`src/rtl/hw_powerdown_n_pkg.sv`:
```
package pseq_pkg;

  // machine cycle length in clock periods, used as the default
  localparam int unsigned MC_CYCLES_DEF = 12;
  // internal reset length in machine cycles
  localparam int unsigned RST_MCS       = 2;
  // dead clocks with both clock gates shut during a switch-over
  localparam int unsigned SWITCH_GAP    = 2;

  // boot rom window over the lowest code addresses
  localparam logic [15:0] BOOT_ROM_LO   = 16'h0000;
  localparam logic [15:0] BOOT_ROM_HI   = 16'h01FF;

  // values after reset
  localparam logic        BOOT_FLAG_RST = 1'b0;
  localparam logic        STRAP_RST     = 1'b0;

  typedef enum logic [2:0] {
    ST_RUN       = 3'b000,
    ST_RST_SEQ   = 3'b001,
    ST_PD        = 3'b010,
    ST_WAIT_OSC  = 3'b011,
    ST_FINAL_RST = 3'b100,
    ST_EXT_RST   = 3'b101
  } seq_state_t;

endpackage

```
`src/rtl/clk_sel_if.sv`:
```
`timescale 1ns/1ns
interface clk_sel_if;
  logic req_main;
  logic sel_main;
  logic main_gate;
  logic rc_gate;

  modport ctrl (output req_main, input sel_main, input main_gate, input rc_gate);
  modport sw   (input req_main, output sel_main, output main_gate, output rc_gate);
endinterface

```
`src/rtl/hw_powerdown_sequencer.sv`:
```
`timescale 1ns/1ns
module hw_powerdown_sequencer #(
  parameter int unsigned MC_CYCLES = pseq_pkg::MC_CYCLES_DEF
) (
  input  wire logic        clock,
  input  wire logic        rst_n,
  input  wire logic        ce,
  input  wire logic        hw_powerdown_n,
  input  wire logic        reset_pin_n,
  input  wire logic        osc_watchdog_enable_pin,
  input  wire logic        powersave_enable_autowdt_pin,
  input  wire logic        boot_program_enable_pin,
  input  wire logic        main_osc_running,
  input  wire logic        wdt_overflow,
  input  wire logic        osc_status_clr,
  input  wire logic [15:0] code_addr,
  output logic             port_oe_n,
  output logic             port_input_en,
  output logic             strobe_oe_n,
  output logic             powersave_pullup_en,
  output logic             owe_pullup_en,
  output logic             main_osc_en,
  output logic             rc_osc_en,
  output logic             internal_reset,
  output logic             osc_fail_flag,
  output logic             osc_status_flag,
  output logic             wdt_run,
  output logic             wdt_reload,
  output logic             wdt_status_flag,
  output logic             bootstrap_mode_flag,
  output logic             boot_rom_select,
  output logic             sw_powersave_allowed,
  output logic             autowdt_strap,
  output logic             in_hw_powerdown,
  output logic             clk_sel_main,
  output logic             main_clk_gate,
  output logic             rc_clk_gate
);

  localparam int unsigned MW = (MC_CYCLES < 2) ? 1 : $clog2(MC_CYCLES);
  localparam int unsigned RW = (pseq_pkg::RST_MCS < 2) ? 1 : $clog2(pseq_pkg::RST_MCS);

  generate
    if (MC_CYCLES < 1) begin : g_chk
      $error("hw_powerdown_sequencer: MC_CYCLES must be at least 1");
    end
  endgenerate

  pseq_pkg::seq_state_t state_q;
  logic [MW-1:0]        mc_cnt_q;
  logic                 mc_tick;
  logic [RW-1:0]        rst_cnt_q;
  logic                 rst_done;
  logic                 reset_pin_prev_q;
  logic                 por_pending_q;
  logic                 restart_ev;
  logic                 ext_release_ev;
  logic                 pd_release_ev;

  clk_sel_if sel ();

  // machine cycle timebase; power-down pin sampling and the reset count hang off its tick
  always_ff @(posedge clock or negedge rst_n) begin
    if (!rst_n) begin
      mc_cnt_q <= '0;
    end else if (ce) begin
      if (mc_tick) begin
        mc_cnt_q <= '0;
      end else begin
        mc_cnt_q <= mc_cnt_q + MW'(1);
      end
    end
  end

  assign mc_tick  = (mc_cnt_q == MW'(MC_CYCLES - 1));
  assign rst_done = mc_tick && (rst_cnt_q == RW'(pseq_pkg::RST_MCS - 1));

  // events that leave a reset or power-down state this cycle
  assign ext_release_ev = (state_q == pseq_pkg::ST_EXT_RST) && reset_pin_n;
  assign pd_release_ev  = (state_q == pseq_pkg::ST_PD) && mc_tick && hw_powerdown_n
                          && reset_pin_n;
  assign restart_ev     = (state_q == pseq_pkg::ST_FINAL_RST) && rst_done && reset_pin_n;

  // sequencer; the reset pin beats everything, including power down
  always_ff @(posedge clock or negedge rst_n) begin
    if (!rst_n) begin
      state_q   <= pseq_pkg::ST_EXT_RST;
      rst_cnt_q <= '0;
    end else if (ce) begin
      if (!reset_pin_n) begin
        state_q <= pseq_pkg::ST_EXT_RST;
      end else begin
        unique case (state_q)
          pseq_pkg::ST_RUN: begin
            if (mc_tick && !hw_powerdown_n) begin
              state_q   <= pseq_pkg::ST_RST_SEQ;
              rst_cnt_q <= '0;
            end else if (!main_osc_running) begin
              state_q <= pseq_pkg::ST_WAIT_OSC;
            end
          end
          pseq_pkg::ST_RST_SEQ: begin
            if (rst_done) begin
              // a pin seen low only once gives a plain reset and a return to run
              state_q <= hw_powerdown_n ? pseq_pkg::ST_RUN : pseq_pkg::ST_PD;
            end else if (mc_tick) begin
              rst_cnt_q <= rst_cnt_q + RW'(1);
            end
          end
          pseq_pkg::ST_PD: begin
            // the model keeps ticking here; real silicon has no clock in this state
            if (pd_release_ev) begin
              state_q <= pseq_pkg::ST_WAIT_OSC;
            end
          end
          pseq_pkg::ST_WAIT_OSC: begin
            // with the watchdog-enable pin low no oscillator starts: stuck by design
            if (osc_watchdog_enable_pin && main_osc_running) begin
              state_q   <= pseq_pkg::ST_FINAL_RST;
              rst_cnt_q <= '0;
            end
          end
          pseq_pkg::ST_FINAL_RST: begin
            if (!main_osc_running) begin
              state_q <= pseq_pkg::ST_WAIT_OSC;
            end else if (rst_done) begin
              state_q <= pseq_pkg::ST_RUN;
            end else if (mc_tick) begin
              rst_cnt_q <= rst_cnt_q + RW'(1);
            end
          end
          pseq_pkg::ST_EXT_RST: begin
            state_q <= main_osc_running ? pseq_pkg::ST_RUN : pseq_pkg::ST_WAIT_OSC;
          end
          default: begin
            state_q <= pseq_pkg::ST_EXT_RST;
          end
        endcase
      end
    end
  end

  // pin and oscillator control follows the state one clock later
  always_ff @(posedge clock or negedge rst_n) begin
    if (!rst_n) begin
      port_oe_n           <= 1'b0;
      port_input_en       <= 1'b1;
      strobe_oe_n         <= 1'b0;
      powersave_pullup_en <= 1'b1;
      owe_pullup_en       <= 1'b1;
      main_osc_en         <= 1'b1;
      rc_osc_en           <= 1'b1;
      internal_reset      <= 1'b1;
      osc_fail_flag       <= 1'b0;
      in_hw_powerdown     <= 1'b0;
    end else if (ce) begin
      in_hw_powerdown     <= (state_q == pseq_pkg::ST_PD);
      port_oe_n           <= (state_q == pseq_pkg::ST_PD);
      port_input_en       <= (state_q != pseq_pkg::ST_PD);
      strobe_oe_n         <= (state_q == pseq_pkg::ST_PD);
      powersave_pullup_en <= (state_q != pseq_pkg::ST_PD);
      owe_pullup_en       <= (state_q != pseq_pkg::ST_PD);
      unique case (state_q)
        pseq_pkg::ST_PD: begin
          main_osc_en <= 1'b0;
          rc_osc_en   <= 1'b0;
        end
        pseq_pkg::ST_WAIT_OSC, pseq_pkg::ST_FINAL_RST: begin
          main_osc_en <= osc_watchdog_enable_pin;
          rc_osc_en   <= osc_watchdog_enable_pin;
        end
        default: begin
          main_osc_en <= 1'b1;
          rc_osc_en   <= osc_watchdog_enable_pin;
        end
      endcase
      internal_reset <= (state_q != pseq_pkg::ST_RUN);
      osc_fail_flag  <= (state_q == pseq_pkg::ST_WAIT_OSC);
    end
  end

  // glitch-free source change: rc while waiting for the crystal or powered down, main otherwise
  assign sel.req_main = (state_q != pseq_pkg::ST_WAIT_OSC) && (state_q != pseq_pkg::ST_PD);

  clock_switch #(
    .GAP (pseq_pkg::SWITCH_GAP)
  ) u_clock_switch (
    .clock (clock),
    .rst_n (rst_n),
    .ce    (ce),
    .sel   (sel.sw)
  );

  // mirror the switch state onto top-level flops
  always_ff @(posedge clock or negedge rst_n) begin
    if (!rst_n) begin
      clk_sel_main  <= 1'b0;
      main_clk_gate <= 1'b0;
      rc_clk_gate   <= 1'b1;
    end else if (ce) begin
      clk_sel_main  <= sel.sel_main;
      main_clk_gate <= sel.main_gate;
      rc_clk_gate   <= sel.rc_gate;
    end
  end

  // autostart strap: caught only in the first cycle after power-on or while
  // the reset pin is held; a power-down reset does not re-read it
  always_ff @(posedge clock or negedge rst_n) begin
    if (!rst_n) begin
      por_pending_q    <= 1'b1;
      autowdt_strap    <= pseq_pkg::STRAP_RST;
      reset_pin_prev_q <= 1'b1;
    end else if (ce) begin
      por_pending_q    <= 1'b0;
      reset_pin_prev_q <= reset_pin_n;
      if (por_pending_q || !reset_pin_n) begin
        autowdt_strap <= powersave_enable_autowdt_pin;
      end
    end
  end

  // software saving modes only with the powersave pin low, never in power down
  always_ff @(posedge clock or negedge rst_n) begin
    if (!rst_n) begin
      sw_powersave_allowed <= 1'b0;
    end else if (ce) begin
      sw_powersave_allowed <= !powersave_enable_autowdt_pin
                              && (state_q == pseq_pkg::ST_RUN);
    end
  end

  // watchdog timer run and status; any internal reset stops it, only the reset sequence and the reset pin clear the status
  always_ff @(posedge clock or negedge rst_n) begin
    if (!rst_n) begin
      wdt_run         <= 1'b0;
      wdt_reload      <= 1'b0;
      wdt_status_flag <= 1'b0;
    end else if (ce) begin
      wdt_reload <= 1'b0;
      if ((restart_ev || ext_release_ev) && autowdt_strap) begin
        wdt_run    <= 1'b1;
        wdt_reload <= 1'b1;
      end else if (state_q != pseq_pkg::ST_RUN) begin
        wdt_run <= 1'b0;
      end
      if (wdt_overflow && wdt_run) begin
        wdt_status_flag <= 1'b1;
      end else if (state_q == pseq_pkg::ST_RST_SEQ || state_q == pseq_pkg::ST_EXT_RST) begin
        wdt_status_flag <= 1'b0;
      end
    end
  end

  // oscillator watchdog status: set on every recovery, set wins over clear
  always_ff @(posedge clock or negedge rst_n) begin
    if (!rst_n) begin
      osc_status_flag <= 1'b0;
    end else if (ce) begin
      if (restart_ev) begin
        osc_status_flag <= 1'b1;
      end else if (osc_status_clr) begin
        osc_status_flag <= 1'b0;
      end
    end
  end

  // bootstrap mode taken at the rising edge of the reset pin or on release from power down
  always_ff @(posedge clock or negedge rst_n) begin
    if (!rst_n) begin
      bootstrap_mode_flag <= pseq_pkg::BOOT_FLAG_RST;
    end else if (ce) begin
      if ((reset_pin_n && !reset_pin_prev_q) || pd_release_ev) begin
        bootstrap_mode_flag <= boot_program_enable_pin;
      end
    end
  end

  // boot rom overlay decode, registered for a clean select
  always_ff @(posedge clock or negedge rst_n) begin
    if (!rst_n) begin
      boot_rom_select <= 1'b0;
    end else if (ce) begin
      boot_rom_select <= bootstrap_mode_flag
                         && (code_addr >= pseq_pkg::BOOT_ROM_LO)
                         && (code_addr <= pseq_pkg::BOOT_ROM_HI);
    end
  end

endmodule

```
`src/rtl/clock_switch.sv`:
```
`timescale 1ns/1ns
module clock_switch #(
  parameter int unsigned GAP = pseq_pkg::SWITCH_GAP
) (
  input  wire logic clock,
  input  wire logic rst_n,
  input  wire logic ce,
  clk_sel_if.sw     sel
);

  localparam int unsigned GW = (GAP < 2) ? 1 : $clog2(GAP + 1);

  logic [GW-1:0] gap_q;
  logic          busy_q;

  generate
    if (GAP < 1) begin : g_chk
      $error("clock_switch: GAP must be at least 1");
    end
  endgenerate

  // break-before-make: both gates shut for GAP clocks, so no runt pulse
  // can reach the core while the source changes
  always_ff @(posedge clock or negedge rst_n) begin
    if (!rst_n) begin
      sel.sel_main  <= 1'b0;
      sel.main_gate <= 1'b0;
      sel.rc_gate   <= 1'b1;
      busy_q        <= 1'b0;
      gap_q         <= '0;
    end else if (ce) begin
      if (!busy_q && (sel.req_main != sel.sel_main)) begin
        sel.main_gate <= 1'b0;
        sel.rc_gate   <= 1'b0;
        busy_q        <= 1'b1;
        gap_q         <= '0;
      end else if (busy_q) begin
        if (gap_q == GW'(GAP - 1)) begin
          busy_q        <= 1'b0;
          sel.sel_main  <= sel.req_main;
          sel.main_gate <= sel.req_main;
          sel.rc_gate   <= !sel.req_main;
        end else begin
          gap_q <= gap_q + GW'(1);
        end
      end
    end
  end

endmodule

```
`config.mk`:
```
export PLATFORM = sky130hd
export DESIGN_NAME = hw_powerdown_sequencer
export DESIGN_NICKNAME = d
export VERILOG_FILES = /design/src/rtl/hw_powerdown_n_pkg.sv /design/src/rtl/clk_sel_if.sv /design/src/rtl/hw_powerdown_sequencer.sv /design/src/rtl/clock_switch.sv
export SDC_FILE = /design/constraint.sdc
export NUM_CORES = 1
export LEC_CHECK = 0
export BUFFER_PORTS_ARGS = -buffer_cell sky130_fd_sc_hd__buf_2
export CORE_UTILIZATION = 40
export CTS_CLUSTER_SIZE = 14
export DETAILED_ROUTE_END_ITERATION = 8
export PLACE_DENSITY_LB_ADDON = 0.25
export REMOVE_ABC_BUFFERS = 1
export SYNTH_ARGS = -nofsm -noshare
export SYNTH_HDL_FRONTEND = slang
export SYNTH_SLANG_ARGS = --single-unit
export TNS_END_PERCENT = 100
```
`constraint.sdc`:
```
create_clock -name clock -period 2.31 [get_ports clock]
set_input_delay 0.462 -clock clock [delete_from_list [all_inputs] [get_ports clock]]
set_output_delay 0.462 -clock clock [all_outputs]
set_load 0.1 [all_outputs]
```
==> summary.txt <==
Cells and area
  • Final core occ: 0.503
  • Synthesis-to-layout area growth: 18.6%
  • Top flop regs: mc_cnt_q: 4 flops, state_q: 3 flops, u_clock_switch.gap_q: 2 flops
  • Share of layout cells above drive strength 1: 0.315
  • Layout fillers: 383
  • Ant diodes: 0
  • Largest register FFs: 4
  • Top reg by flops: mc_cnt_q
  • Fin nets: 241

Clock network
  • CTS Buf Count: 5
  • PostCTS Resize Cnt: 0
  • Clk sinks: 33
  • H-tree depth: 2
  • Post-CTS Hold Fix Bufs: 0
  • Post-CTS setup buffers: 0
  • CTS tree: built
  • CTS root buf: clkbuf_8
  • Clock tree buffer depth: 2
  • Clk pin slew, worst setup/hold paths: 0.07 ns
  • Clk_lat worst skew: 0.29 ns

Logic synthesis
  • Largest family of logic cells by synthesized area: simple AND/OR/NAND/NOR gates
  • Synth area leader: dfrtp_1
  • Register area share after synthesis: 0.488
  • Dominant cells by area after synthesis: dfrtp_1 (33%), dfstp_2 (15%), mux2_2 (5.2%)
  • Synth Area in Simple Gates: 0.194
  • Unique cell type count in the Yosys netlist: 39
  • Synth Register Bits: 33
  • Synth Area in Adders: 0.0146
  • EDFF count, synth: 0
  • Netlist Area Pre-Place: 1720 µm²
  • Compound-cell area share of the yosys netlist: 0.190
  • Multiplexer area fraction after synthesis: 0.0524
  • Fraction of registers with async set/reset: 1.00
  • Primary FF master, synth: dfrtp_1
  • Mapped Cells: 178
  • Synthesis warning total: 0
  • Yosys top cell area share: 0.335
  • Post-Synth XOR/XNOR Area: 0.00509
  • Mean Syn Cell Area: 9.66 µm²

Timing
  • Final number of max-transition violations: 0
  • RSZ-0062 raised after global routing: false
  • Skew final: 0.0110 ns
  • Relative slew slack: 0.509
  • Setup-failing EPs final: 0
  • Fin. Hold Viols: 0
  • Max Fclk: 530 MHz
  • Tcrit/Tclk final: 0.817
  • Slew at the pin closest to its max-slew limit: 0.736 ns
  • Setup ws final: 0.423 ns
  • Fin crit period: 1.89 ns
  • WHS: 0.225 ns

Worst hold path
  • Hold crit path type: in -> async

Global routing
  • Initial antenna violation count: 0
  • GRT met1 Usage: 0.267
  • Tot GR Track Use: 0.196
  • Largest net degree at the start of global routing: 34
  • GR Overflow Total: 0
  • GR peak layer: met2
  • Vias in the first global route: 1289
  • First-pass GRT wire length: 6.36 mm
  • GR Util met3: 0.0608
  • Met2 Usage GRT: 0.276

Critical path
  • Crit path arrival time: 2.10 ns
  • Critical Path RT: 2.53 ns
  • Worst setup SP type: flip-flop
  • Crit end category: flip-flop
  • Max FO, Critical Path: 5
  • Critical path class: reg -> reg

Floorplanning
  • Starting Density: 0.424
  • Row count: 23
  • Die H: 67.6 µm
  • Chip Width: 67.6 µm
  • Die area: 4560 µm²
  • I/O pin count: 48
  • Core area: 4060 µm²

Detailed routing
  • DRT iter0 DRCs: 75
  • Detailed-route via count: 1402
  • DRT Wirelength: 3.77 mm
  • Vias per inst: 5.33
  • Number of detailed-route iterations in the first pass: 4
  • DRC: 0
  • Post-route ant nets: 0
  • DR WL/cell: 14.3 µm

Placement
  • Place WS: 0.434 ns
  • Final HPWL DP: 2.59 mm
  • Final Wtd Congestion: 0.834
  • PortBufs: 38

Status
  • Outcome: completed

Power
  • Leak: 0.000978 µW
  • Power Dens Cells: 1150 nW/µm²
  • Max IR drop VDD: 0.578 mV

Run
  • Max_cap viols: 0
## final timing paths
kind | slack, ns | cells after the start | from | endpoint
max reg2reg | 0.42 | 5 | mc_cnt_q[0] | state_q[0]
min in group clock | 0.40 | 3 | wdt_overflow | wdt_status_flag
max | 0.42 | 5 | mc_cnt_q[0] | state_q[0]
min | 0.22 | 1 | rst_n | clk_sel_main
max in group asynchronous | 1.61 | 1 | rst_n | rst_cnt_q
min reg2reg | 0.48 | 1 | rc_osc_en | rc_osc_en
## cell usage in the layout (no fill, tap or decap), types with 3 or more instances in the layout
master    instances
buf_2            38
dfrtp_1          23
nand2_1          21
nor2_1           15
o21ai_0          13
dfstp_2          10
inv_1             8
mux2_2            8
a21oi_1           7
a22o_1            7
clkbuf_8          6
nand2b_1          5
nand3_1           5
nor2b_1           5
o22ai_1           4
nor4_1            3
nor3_1            3
## through the flow
| stage | setup TNS, ns | std cells | total power [µW] | area (µm²) |
|---|---|---|---|---|
| after floorplan | -0.966 | 165 | 1600 | 1660 |
| after global placement | 0 | 255 | 1780 | 1920 |
| after detailed placement | 0 | 255 | 1800 | 1920 |
| after CTS | 0 | 263 | 2370 | 2040 |
| after global routing | 0 | 263 | 2500 | 2040 |
| final | 0 | 263 | 2340 | 2040 |
## cells by family (layout without fill, tap and decap cells)
| group | after synthesis | after routing |
|---|---|---|
| and+or+nand+nor | 65 | 65 |
| AOI/OAI and AO/OA | 47 | 47 |
| DFF | 33 | 33 |
| buffers and inverters | 22 | 57 |
| muxes | 8 | 8 |
| adders and majority gates | 2 | 2 |
| xor gates and xnor gates | 1 | 1 |
## routing by layer
layer | share of wire | vias up
met5 | 0 | -
met4 | 0.017 | 0
met3 | 0.045 | 5
met2 | 0.46 | 26
met1 | 0.47 | 670
li1 | - | 701
## report_power, final
group	leakage, µW	internal [µW]	switching (µW)
clock network	0.0000585	352	211
registers	0.000397	745	176
logic	0.000522	277	584
total	0.000978	1370	971
## cell type report
cell class	instances	area, µm²	share of cell area
clock buffers	7	86.3	0.0423
clock inverters	1	30.0	0.0147
inverters	9	33.8	0.0166
multi-input cells	123	783	0.384
flip-flops and latches	33	838	0.411
well taps	50	62.6	0.0307
repair buffers	40	205	0.101
## critical path: stages (launching register included)
cell and delay, ns:
dfrtp_1 0.37, ha_1 0.29, nand3b_4 0.13, o311a_1 0.42, or4_1 0.48, o311a_1 0.12
## synthesized netlist by cell type (all sizes together) (2+ instances only)
library cell / n
nand3: 5
nand2: 21
inv: 8
o22ai: 4
nand2b: 5
buf: 4
dfrtp: 23
clkbuf: 9
ha: 2
o2bb2ai: 2
mux2: 8
o211ai: 2
o21ai: 13
a22o: 7
nor3: 3
nor2b: 5
o211a: 2
nor2: 15
o311a: 2
dfstp: 10
nor4: 3
a21oi: 7
a21o: 2
No activity file was read; power rests on OpenSTA's default activity.
